## src/tpcr_params.svh

```systemverilog
// Constants of the test-page control registers: offsets, fields, resets.
// Assumes inclusion by bare name from every file that needs them.
`ifndef TPCR_PARAMS_SVH
`define TPCR_PARAMS_SVH

// ***************************************************************
// register offsets (6-bit register address)
// ***************************************************************
`define TPCR_OFS_PAGE        6'h30
`define TPCR_OFS_SEL_ONE     6'h31
`define TPCR_OFS_SEL_TWO     6'h32
`define TPCR_OFS_PIN_EN      6'h33

// ***************************************************************
// reset values and write masks
// ***************************************************************
`define TPCR_RST_PAGE        8'h00
`define TPCR_RST_SEL_ONE     8'h00
`define TPCR_RST_SEL_TWO     8'h00
`define TPCR_RST_PIN_EN      8'h80
`define TPCR_WMASK_PAGE      8'h83
`define TPCR_WMASK_SEL_ONE   8'h3F
`define TPCR_WMASK_SEL_TWO   8'hFF
`define TPCR_WMASK_PIN_EN    8'hFF

// ***************************************************************
// field positions
// ***************************************************************
`define TPCR_POS_PAGE_OVR    7
`define TPCR_POS_PAGE_NUM    0
`define TPCR_POS_CLK_SRC     4
`define TPCR_POS_CLK_D1      3
`define TPCR_POS_PROBE_BIT   0
`define TPCR_POS_REORDER     7
`define TPCR_POS_PRBS9       6
`define TPCR_POS_PRBS15      5
`define TPCR_POS_GROUP       0
`define TPCR_POS_AUX_EN      7
`define TPCR_POS_DRV_EN      0

// ***************************************************************
// pin limits and generator seeds
// ***************************************************************
`define TPCR_SERIAL_PIN_MASK 7'h1F
`define TPCR_ALL_PIN_MASK    7'h7F
`define TPCR_SEED_ONES       15'h7FFF

`endif

```

## src/tpcr_pkg.sv

```systemverilog
// Types shared by the test-page control register block.
// Assumes nothing beyond a SystemVerilog compiler.
package tpcr_pkg;

  // host interface in use, from the interface detector
  typedef enum logic [1:0] {
    TPCR_IF_PARALLEL = 2'h0,
    TPCR_IF_SPI      = 2'h1,
    TPCR_IF_UART     = 2'h2,
    TPCR_IF_I2C      = 2'h3
  } tpcr_host_if_t;

  // pattern generator states
  typedef enum logic [2:0] {
    TPCR_PG_IDLE  = 3'h1,
    TPCR_PG_ARMED = 3'h2,
    TPCR_PG_RUN   = 3'h4
  } tpcr_pg_state_t;

  // one register access from the host interface
  typedef struct packed {
    logic       wr;
    logic       rd;
    logic [7:0] wdata;
  } tpcr_req_t;

  // parallel data pins D6..D0
  typedef struct packed {
    logic [6:0] dout;
    logic [6:0] oe;
  } tpcr_port_t;

endpackage

```

## src/tpcr_test_page_regs.sv

```systemverilog
// Test-page control registers: page override, secure clock, probes, pins, PRBS.
// Assumes the host interface logic delivers address and strobes on CLK.
`include "tpcr_params.svh"
module tpcr_test_page_regs
  import tpcr_pkg::*;
(
  input  wire logic          CLK,
  input  wire logic          SYS_RST,
  input  wire tpcr_host_if_t HOST_IF,
  input  wire tpcr_req_t     HOST_REQ,
  input  wire logic [5:0]    ADDR_LATCH,
  input  wire logic [3:0]    ADDR_LOW,
  input  wire logic [255:0]  TEST_BUS_ALL,
  input  wire logic          OSC_CLK_IN,
  input  wire logic          UART_CLK_IN,
  input  wire logic          RF_CLK_IN,
  input  wire logic [6:0]    PORT_PIN_VALUES,
  input  wire logic          PORT_GPIO_ENABLE,
  input  wire logic          TX_CMD,
  input  wire logic          TX_BIT_ADV,
  output logic      [5:0]    EFF_ADDR,
  output logic      [7:0]    RD_DATA,
  output logic               RD_HIT,
  output logic               SIGNAL_OUTPUT_PIN,
  output logic      [6:0]    PROBE_PORT,
  output tpcr_port_t         D_PORT,
  output logic               SECURE_CLK_OUT,
  output logic               UART_AUX_LINE_A_EN,
  output logic               UART_AUX_LINE_B_EN,
  output logic               PRBS_BIT,
  output logic               PRBS_RUN
);

  // ***************************************************************
  // declarations
  // ***************************************************************
  logic [7:0] page_r;
  logic [7:0] sel_one_r;
  logic [7:0] sel_two_r;
  logic [7:0] pin_en_r;
  logic [5:0] addr_nxt;
  logic [7:0] rd_nxt;
  logic       hit_nxt;
  logic [2:0] clk_sync;
  logic       sec_clk_nxt;
  logic [7:0] group_bus;
  logic [6:0] probe_nxt;
  logic [6:0] pin_mask;
  tpcr_port_t port_nxt;

  logic       page_override_enable;
  logic [1:0] page_number;
  logic [1:0] secure_clock_source;
  logic       secure_clock_to_pin_one;
  logic [2:0] probe_bit_choice;
  logic       probe_port_reorder;
  logic       prbs9_enable;
  logic       prbs15_enable;
  logic [4:0] probe_group_choice;
  logic       uart_aux_lines_enable;
  logic [6:0] port_driver_enables;
  logic       serial_host;

  assign page_override_enable    = page_r[`TPCR_POS_PAGE_OVR];
  assign page_number             = page_r[`TPCR_POS_PAGE_NUM +: 2];
  assign secure_clock_source     = sel_one_r[`TPCR_POS_CLK_SRC +: 2];
  assign secure_clock_to_pin_one = sel_one_r[`TPCR_POS_CLK_D1];
  assign probe_bit_choice        = sel_one_r[`TPCR_POS_PROBE_BIT +: 3];
  assign probe_port_reorder      = sel_two_r[`TPCR_POS_REORDER];
  assign prbs9_enable            = sel_two_r[`TPCR_POS_PRBS9];
  assign prbs15_enable           = sel_two_r[`TPCR_POS_PRBS15];
  assign probe_group_choice      = sel_two_r[`TPCR_POS_GROUP +: 5];
  assign uart_aux_lines_enable   = pin_en_r[`TPCR_POS_AUX_EN];
  assign port_driver_enables     = pin_en_r[`TPCR_POS_DRV_EN +: 7];
  assign serial_host             = (HOST_IF != TPCR_IF_PARALLEL);

  // ***************************************************************
  // register address formation
  // ***************************************************************
  always_comb begin
    if (page_override_enable) begin
      addr_nxt = {page_number, ADDR_LOW};
    end else begin
      addr_nxt = ADDR_LATCH;
    end
  end

  always_ff @(posedge CLK) begin
    if (SYS_RST) begin
      EFF_ADDR <= 6'h00;
    end else begin
      EFF_ADDR <= addr_nxt;
    end
  end

  // ***************************************************************
  // register writes; reserved bits masked off
  // ***************************************************************
  always_ff @(posedge CLK) begin
    if (SYS_RST) begin
      page_r <= `TPCR_RST_PAGE;
    end else if (HOST_REQ.wr && (addr_nxt == `TPCR_OFS_PAGE)) begin
      page_r <= HOST_REQ.wdata & `TPCR_WMASK_PAGE;
    end
  end

  always_ff @(posedge CLK) begin
    if (SYS_RST) begin
      sel_one_r <= `TPCR_RST_SEL_ONE;
    end else if (HOST_REQ.wr && (addr_nxt == `TPCR_OFS_SEL_ONE)) begin
      sel_one_r <= HOST_REQ.wdata & `TPCR_WMASK_SEL_ONE;
    end
  end

  always_ff @(posedge CLK) begin
    if (SYS_RST) begin
      sel_two_r <= `TPCR_RST_SEL_TWO;
    end else if (HOST_REQ.wr && (addr_nxt == `TPCR_OFS_SEL_TWO)) begin
      sel_two_r <= HOST_REQ.wdata & `TPCR_WMASK_SEL_TWO;
    end
  end

  always_ff @(posedge CLK) begin
    if (SYS_RST) begin
      pin_en_r <= `TPCR_RST_PIN_EN;
    end else if (HOST_REQ.wr && (addr_nxt == `TPCR_OFS_PIN_EN)) begin
      pin_en_r <= HOST_REQ.wdata & `TPCR_WMASK_PIN_EN;
    end
  end

  // ***************************************************************
  // register reads
  // ***************************************************************
  always_comb begin
    rd_nxt  = 8'h00;
    hit_nxt = 1'b1;
    unique case (addr_nxt)
      `TPCR_OFS_PAGE:    rd_nxt = page_r;
      `TPCR_OFS_SEL_ONE: rd_nxt = sel_one_r;
      `TPCR_OFS_SEL_TWO: rd_nxt = sel_two_r;
      `TPCR_OFS_PIN_EN:  rd_nxt = pin_en_r;
      default:           hit_nxt = 1'b0;
    endcase
  end

  always_ff @(posedge CLK) begin
    if (SYS_RST) begin
      RD_DATA <= 8'h00;
      RD_HIT  <= 1'b0;
    end else if (HOST_REQ.rd) begin
      RD_DATA <= rd_nxt;
      RD_HIT  <= hit_nxt;
    end
  end

  // ***************************************************************
  // secure-module clock selection
  // ***************************************************************
  tpcr_sync3 #(
    .W (3)
  ) u_clk_sync (
    .clk (CLK),
    .rst (SYS_RST),
    .d   ({RF_CLK_IN, UART_CLK_IN, OSC_CLK_IN}),
    .q   (clk_sync)
  );

  always_comb begin
    unique case (secure_clock_source)
      2'h0: sec_clk_nxt = 1'b0;
      2'h1: sec_clk_nxt = clk_sync[0];
      2'h2: sec_clk_nxt = clk_sync[1];
      2'h3: sec_clk_nxt = clk_sync[2];
    endcase
  end

  always_ff @(posedge CLK) begin
    if (SYS_RST) begin
      SECURE_CLK_OUT <= 1'b0;
    end else begin
      SECURE_CLK_OUT <= sec_clk_nxt;
    end
  end

  // ***************************************************************
  // test bus probes
  // ***************************************************************
  assign group_bus = TEST_BUS_ALL[{probe_group_choice, 3'h0} +: 8];

  always_comb begin
    if (probe_port_reorder) begin
      probe_nxt[4] = group_bus[6];
      probe_nxt[3] = group_bus[5];
      probe_nxt[2] = group_bus[4];
      probe_nxt[6] = group_bus[3];
      probe_nxt[5] = group_bus[2];
      probe_nxt[0] = group_bus[1];
      probe_nxt[1] = group_bus[0];
    end else begin
      probe_nxt = group_bus[6:0];
    end
  end

  always_ff @(posedge CLK) begin
    if (SYS_RST) begin
      SIGNAL_OUTPUT_PIN <= 1'b0;
      PROBE_PORT        <= 7'h00;
    end else begin
      SIGNAL_OUTPUT_PIN <= group_bus[probe_bit_choice];
      PROBE_PORT        <= probe_nxt;
    end
  end

  // ***************************************************************
  // parallel pin drivers and UART aux lines
  // ***************************************************************
  always_comb begin
    unique case (HOST_IF)
      TPCR_IF_PARALLEL: pin_mask = 7'h00;
      TPCR_IF_SPI:      pin_mask = `TPCR_SERIAL_PIN_MASK;
      TPCR_IF_UART:     pin_mask = uart_aux_lines_enable ? `TPCR_SERIAL_PIN_MASK : `TPCR_ALL_PIN_MASK;
      TPCR_IF_I2C:      pin_mask = `TPCR_ALL_PIN_MASK;
    endcase
  end

  always_comb begin
    port_nxt.dout = PORT_PIN_VALUES;
    port_nxt.oe   = port_driver_enables & pin_mask & {7{PORT_GPIO_ENABLE}};
    if (secure_clock_to_pin_one && serial_host) begin
      port_nxt.oe[1]   = 1'b1;
      port_nxt.dout[1] = sec_clk_nxt;
    end
  end

  always_ff @(posedge CLK) begin
    if (SYS_RST) begin
      D_PORT <= '0;
    end else begin
      D_PORT <= port_nxt;
    end
  end

  always_ff @(posedge CLK) begin
    if (SYS_RST) begin
      UART_AUX_LINE_A_EN <= 1'b1;
      UART_AUX_LINE_B_EN <= 1'b1;
    end else begin
      UART_AUX_LINE_A_EN <= uart_aux_lines_enable;
      UART_AUX_LINE_B_EN <= uart_aux_lines_enable;
    end
  end

  // ***************************************************************
  // PRBS generator; host sets up transmit registers first
  // ***************************************************************
  tpcr_prbs_gen u_prbs (
    .clk     (CLK),
    .rst     (SYS_RST),
    .en9     (prbs9_enable),
    .en15    (prbs15_enable),
    .start   (TX_CMD),
    .adv     (TX_BIT_ADV),
    .bit_out (PRBS_BIT),
    .run     (PRBS_RUN)
  );
endmodule // tpcr_test_page_regs

```

## src/tpcr_sync3.sv

```systemverilog
// Three-stage synchroniser for levels from other clocks.
// Assumes the inputs are quasi-static with respect to CLK or glitch tolerant.
module tpcr_sync3
  import tpcr_pkg::*;
#(
  parameter int W = 3
) (
  input  wire logic         clk,
  input  wire logic         rst,
  input  wire logic [W-1:0] d,
  output logic      [W-1:0] q
);

  logic [W-1:0] s1_r;
  logic [W-1:0] s2_r;
  logic [W-1:0] s3_r;

  // ***************************************************************
  // per-bit stages; a change counts once stages two and three agree
  // ***************************************************************
  for (genvar i = 0; i < W; i++) begin : g_bit
    always_ff @(posedge clk) begin
      if (rst) begin
        s1_r[i] <= 1'b0;
        s2_r[i] <= 1'b0;
        s3_r[i] <= 1'b0;
        q[i]    <= 1'b0;
      end else begin
        s1_r[i] <= d[i];
        s2_r[i] <= s1_r[i];
        s3_r[i] <= s2_r[i];
        if (s2_r[i] == s3_r[i]) begin
          q[i] <= s3_r[i];
        end
      end
    end
  end

endmodule // tpcr_sync3

```

## src/tpcr_prbs_gen.sv

```systemverilog
// PRBS9 / PRBS15 test pattern generator.
// Assumes start and bit advance are one-cycle pulses from the transmitter.
`include "tpcr_params.svh"
module tpcr_prbs_gen
  import tpcr_pkg::*;
(
  input  wire logic clk,
  input  wire logic rst,
  input  wire logic en9,
  input  wire logic en15,
  input  wire logic start,
  input  wire logic adv,
  output logic      bit_out,
  output logic      run
);

  tpcr_pg_state_t state_r;
  logic [14:0]    lfsr_r;
  logic           mode9_r;
  logic           enabled;
  logic           fb;

  assign enabled = en9 | en15;
  assign fb      = mode9_r ? (lfsr_r[8] ^ lfsr_r[4]) : (lfsr_r[14] ^ lfsr_r[13]);

  // ***************************************************************
  // state: wait for the send command after enable
  // ***************************************************************
  always_ff @(posedge clk) begin
    if (rst) begin
      state_r <= TPCR_PG_IDLE;
      mode9_r <= 1'b0;
    end else begin
      mode9_r <= en9;
      unique case (state_r)
        TPCR_PG_IDLE: begin
          if (enabled) begin
            state_r <= TPCR_PG_ARMED;
          end
        end
        TPCR_PG_ARMED: begin
          if (!enabled) begin
            state_r <= TPCR_PG_IDLE;
          end else if (start && (mode9_r == en9)) begin
            state_r <= TPCR_PG_RUN;
          end
        end
        TPCR_PG_RUN: begin
          if (!enabled) begin
            state_r <= TPCR_PG_IDLE;
          end else if (mode9_r != en9) begin
            state_r <= TPCR_PG_ARMED;
          end
        end
      endcase
    end
  end

  // ***************************************************************
  // shift register, seeded to ones outside a run
  // ***************************************************************
  always_ff @(posedge clk) begin
    if (rst) begin
      lfsr_r <= `TPCR_SEED_ONES;
    end else if (state_r != TPCR_PG_RUN) begin
      lfsr_r <= `TPCR_SEED_ONES;
    end else if (adv) begin
      lfsr_r <= {lfsr_r[13:0], fb};
    end
  end

  always_ff @(posedge clk) begin
    if (rst) begin
      bit_out <= 1'b0;
      run     <= 1'b0;
    end else begin
      bit_out <= (state_r == TPCR_PG_RUN) & (mode9_r ? lfsr_r[8] : lfsr_r[14]);
      run     <= (state_r == TPCR_PG_RUN);
    end
  end
endmodule // tpcr_prbs_gen

```

## config.mk

```make
export PLATFORM = sky130hd
export DESIGN_NAME = tpcr_test_page_regs
export DESIGN_NICKNAME = d
export VERILOG_FILES = /design/src/tpcr_pkg.sv /design/src/tpcr_test_page_regs.sv /design/src/tpcr_sync3.sv /design/src/tpcr_prbs_gen.sv
export VERILOG_INCLUDE_DIRS = /design/src /design/src/src
export SDC_FILE = /design/constraint.sdc
export NUM_CORES = 1
export LEC_CHECK = 0
export BUFFER_PORTS_ARGS = -buffer_cell sky130_fd_sc_hd__buf_2
export CORE_AREA = 2 2 132 134
export DETAILED_ROUTE_END_ITERATION = 8
export DIE_AREA = 0 0 134 136
export PLACE_DENSITY = 0.72
export SYNTH_ARGS = -nofsm -noshare
export SYNTH_HDL_FRONTEND = slang
export SYNTH_SLANG_ARGS = --single-unit
```

## constraint.sdc

```tcl
create_clock -name CLK -period 6.21 [get_ports CLK]
set_clock_uncertainty 0.15 [all_clocks]
set_input_delay 0.621 -clock CLK [delete_from_list [all_inputs] [get_ports CLK]]
set_output_delay 0.621 -clock CLK [all_outputs]
set_load 0.02 [all_outputs]
```

==> metrics.md <==
| Metric | Value |
|---|---|
| Arrival @ worst endpoint | approximately 3.3 ns |
| Largest stage delay, worst path | ~0.9 ns |
| Compound-Gate Fraction of Synth Area | roughly 11% |
| Clock buffer count from CTS | 9 |
| Vias in the first global route | 5644 |
| Post-synthesis mux area share | 37.58% |
| Fin cells | 1120 |
| Cell area after synthesis | 5889 sq um |
| Die ar. | ~18000 sq um |
| Design area | 7976 sq um |
| Async set or reset register ratio after synthesis | 0% |
| Worst path bufs/invs | 0 |
| Post-CTS Hold Buffers | 0 |
| CTS tree | done |
| Largest family of logic cells by synthesized area | multiplexers |
| Final Hold Vio Count | 0 |
| Sequential area share after synthesis | around a third |
| DRC viols | 0 |
| Cell Area, Placed | ~7700 sq um |
| Number of flops mapped to enable cells by yosys | 0 |
| Min Hold Slack | around 0.29 ns |
| Final #Nets | 1174 |
| Post-Synth Simple-Gate Area | about 13% |
| CTS Sinks | 97 |
| Worst Hold Class | flip-flop to flip-flop |
| Placed cells | 1095 |
| Crit-path cells | nor2b_1 > a221oi_1 > a22oi_1 > o21ai_0 > o211ai_1 > nor3_1 > a211o_1 |
| Worst endpoint required time | about 6.3 ns |
| Clock-pin slew on the worst setup and hold paths | 0.07 ns |
| Htree depth | 3 |
| Drt total wl | ~21 mm |
| Synthesized netlist cell count | ~580 |
| TNS Setup | 0 ns |
| Outcome | finished clean |
| Grt total ovfl | 0 |
| Dpl hpwl | between 15 and 20 mm |
| Most frequent cells in the layout | buf_2, mux2i_1, dfxtp_1, nor2_1, nand2_1 |
| Max Cap Viol | 0 |
| Count of input and output buffers | 334 |
| Lkg Pwr | between 3 and 4 nW |
| GP Congestion | 0.9239 |
| Top-Level Pins | approximately 340 |
| CP max FO | 50 |
| Initial antenna violation count | 8 |
| 1st-pass router iterations | 4 |
| Longest Clk Path Bufs | 2 |
| Die Span Y | approximately 140 um |
| Clk Latency, worst-skew pair | ~0.34 ns |
| Antenna viol nets, final | 0 |
| Slowest-stage cell, CP | dfxtp_4 |
| Final setup vio count | 0 |
| Largest net degree at the start of global routing | between 70 and 80 |
| Tot GR Track Use | 22.55% |
| Average size of a mapped cell | 10.21 sq um |
| Area leader, netlist | dfxtp_1 |
| Initial core utilization | around a third |
| Top-area cell type share of the netlist area | between 30 and 40% |
| Post-CTS Setup Bufs | 0 |
| Synthesized net count | between 800 and 900 |
| Final cycle utilization of the critical path | between 50% and 60% |
| Top Family by Delay on Critical Path | compound AO/OA/AOI/OAI gates |
| Die width | 134 um |
| Post-synthesis xor/xnor area fraction | 0.4461% |
| Global-route wire length before repair | between 30 and 40 mm |
| Total chip power | ~0.0014 W |
| FMAX | 0.3149 GHz |
| Unique masters post-synth | 45 |
| Fillers | approximately 1600 |
| Post-Synth Adder-Cell Area | 0% |
| DR vias | ~5800 |
| Min Tclk post-route | roughly 3.2 ns |
| Top post-synthesis cells by area | dfxtp_1, mux2i_1, mux4_2 |
| Initial DRC Count | between 400 and 500 |
| Commonest non-fill, non-tap cell in the layout | buf_2 |
| Slew Limit Headroom | between 40% and 50% |
| Slew Viols, Final | 0 |
| Synth-to-Final Area Change | 35.44% |
| Root Buffer Master | clkbuf_16 |
| RSZ-0062 raised after global routing | false |
| Number of synthesized register bits | 97 |
| Average wire per standard cell | between 15 and 20 um |
| Main synth FF type | dfxtp_1 |
| Worst slew pin tran | 0.8559 ns |
| Worst Setup Start Kind | flip-flop |
| Crit Path Category | flip-flop to flip-flop |
| IR Drop Worst-Case VDD | approximately 0.00013 V |
| # rows | 48 |
| YS warnings | 0 |
| # resized after CTS | 0 |
| Share of cells above drive strength 1 | between 40 and 50% |
| Vias per cell | 5.192 |
| PD cells | around 170 nW/um^2 |
| Total core area | roughly 17000 sq um |
| CP Capture Type | flip-flop |
==> path summary, 6_finish.rpt <==
| path | startpoint | to | slack (ns) | depth (start not counted) |
|---|---|---|---|---|
| worst max-delay path | sel_two_r[0]$_SDFFE_PP0P_ | SIGNAL_OUTPUT_PIN$_SDFF_PP0_ | 3.03 | 7 |
| worst min-delay path | u_clk_sync.s1_r[0]$_SDFF_PP0_ | u_clk_sync.s2_r[0]$_SDFF_PP0_ | 0.29 | 1 |
| worst max register to register | sel_two_r[0]$_SDFFE_PP0P_ | SIGNAL_OUTPUT_PIN$_SDFF_PP0_ | 3.03 | 7 |
| worst min register to register | u_clk_sync.s1_r[0]$_SDFF_PP0_ | u_clk_sync.s2_r[0]$_SDFF_PP0_ | 0.29 | 1 |
==> through the flow <==
stage          setup WS, ns  utilization (%)
6_report              3.034            47.26
5_1_grt               2.776            47.18
4_1_cts               3.051            47.13
3_5_place_dp          3.065            45.48
3_3_place_gp          3.137            45.48
2_1_floorplan         3.714                -
==> cell families after synthesis <==
logic type	count (synthesis)
muxes	156
DFF	97
xor gates and xnor gates	3
buffers and inverters	52
AOI/OAI and AO/OA	100
and+or+nand+nor	169
==> Yosys cell counts (all sizes together) (8+ instances only) <==
cell type / n
a22oi: 20
buf: 23
nor2: 60
nor2b: 26
mux2i: 103
dfxtp: 97
a211oi: 8
clkbuf: 24
mux4: 49
a221oi: 12
a21oi: 24
nor3: 13
and2: 8
o21ai: 17
nand2: 42
==> state kept, by name, summed over array words and instances, names as in the netlist, 6 cells and up <==
signal / count
sel_one_r: 6
sel_two_r: 8
EFF_ADDR: 6
pin_en_r: 8
u_prbs.lfsr_r: 15
RD_DATA: 8
D_PORT: 14
PROBE_PORT: 7
==> layer usage <==
layer	GRT usage [%]	up-vias	part of all wire, %	wire (um)
met3	4.251	30	8.5	1776
met1	30.18	2706	43	8991
li1	-	2799	-	-
met4	7.270	2	1.8	379
met2	36.87	278	47	9853
met5	0	-	0.033	7
==> worst reg2reg max path: stages, from the launching register on <==
cell	delay, ns
dfxtp_4	0.88
nor2b_1	0.82
a221oi_1	0.26
a22oi_1	0.22
o21ai_0	0.17
o211ai_1	0.22
nor3_1	0.08
a211o_1	0.26
==> final cells by class <==
type / count / area, sq um / area share (%)
clock inverters: 6 / 50.05 / 0.6275
multi-input cells: 428 / 3707 / 46.48
diodes: 9 / 22.52 / 0.2824
repair buffers: 340 / 1717 / 21.52
clock buffers: 10 / 229.0 / 2.871
inverters: 5 / 18.77 / 0.2353
flip-flops and latches: 97 / 1951 / 24.45
well taps: 225 / 281.5 / 3.529
==> report_power, final <==
part           internal, W  switching, W  leakage, nW
Combinational     0.000124     0.0000980         2.66
Sequential        0.000634    0.00000937        0.792
Clock             0.000277      0.000242        0.132
Total              0.00103      0.000349         3.58
Note: power is estimated with default switching activity, not from simulation.
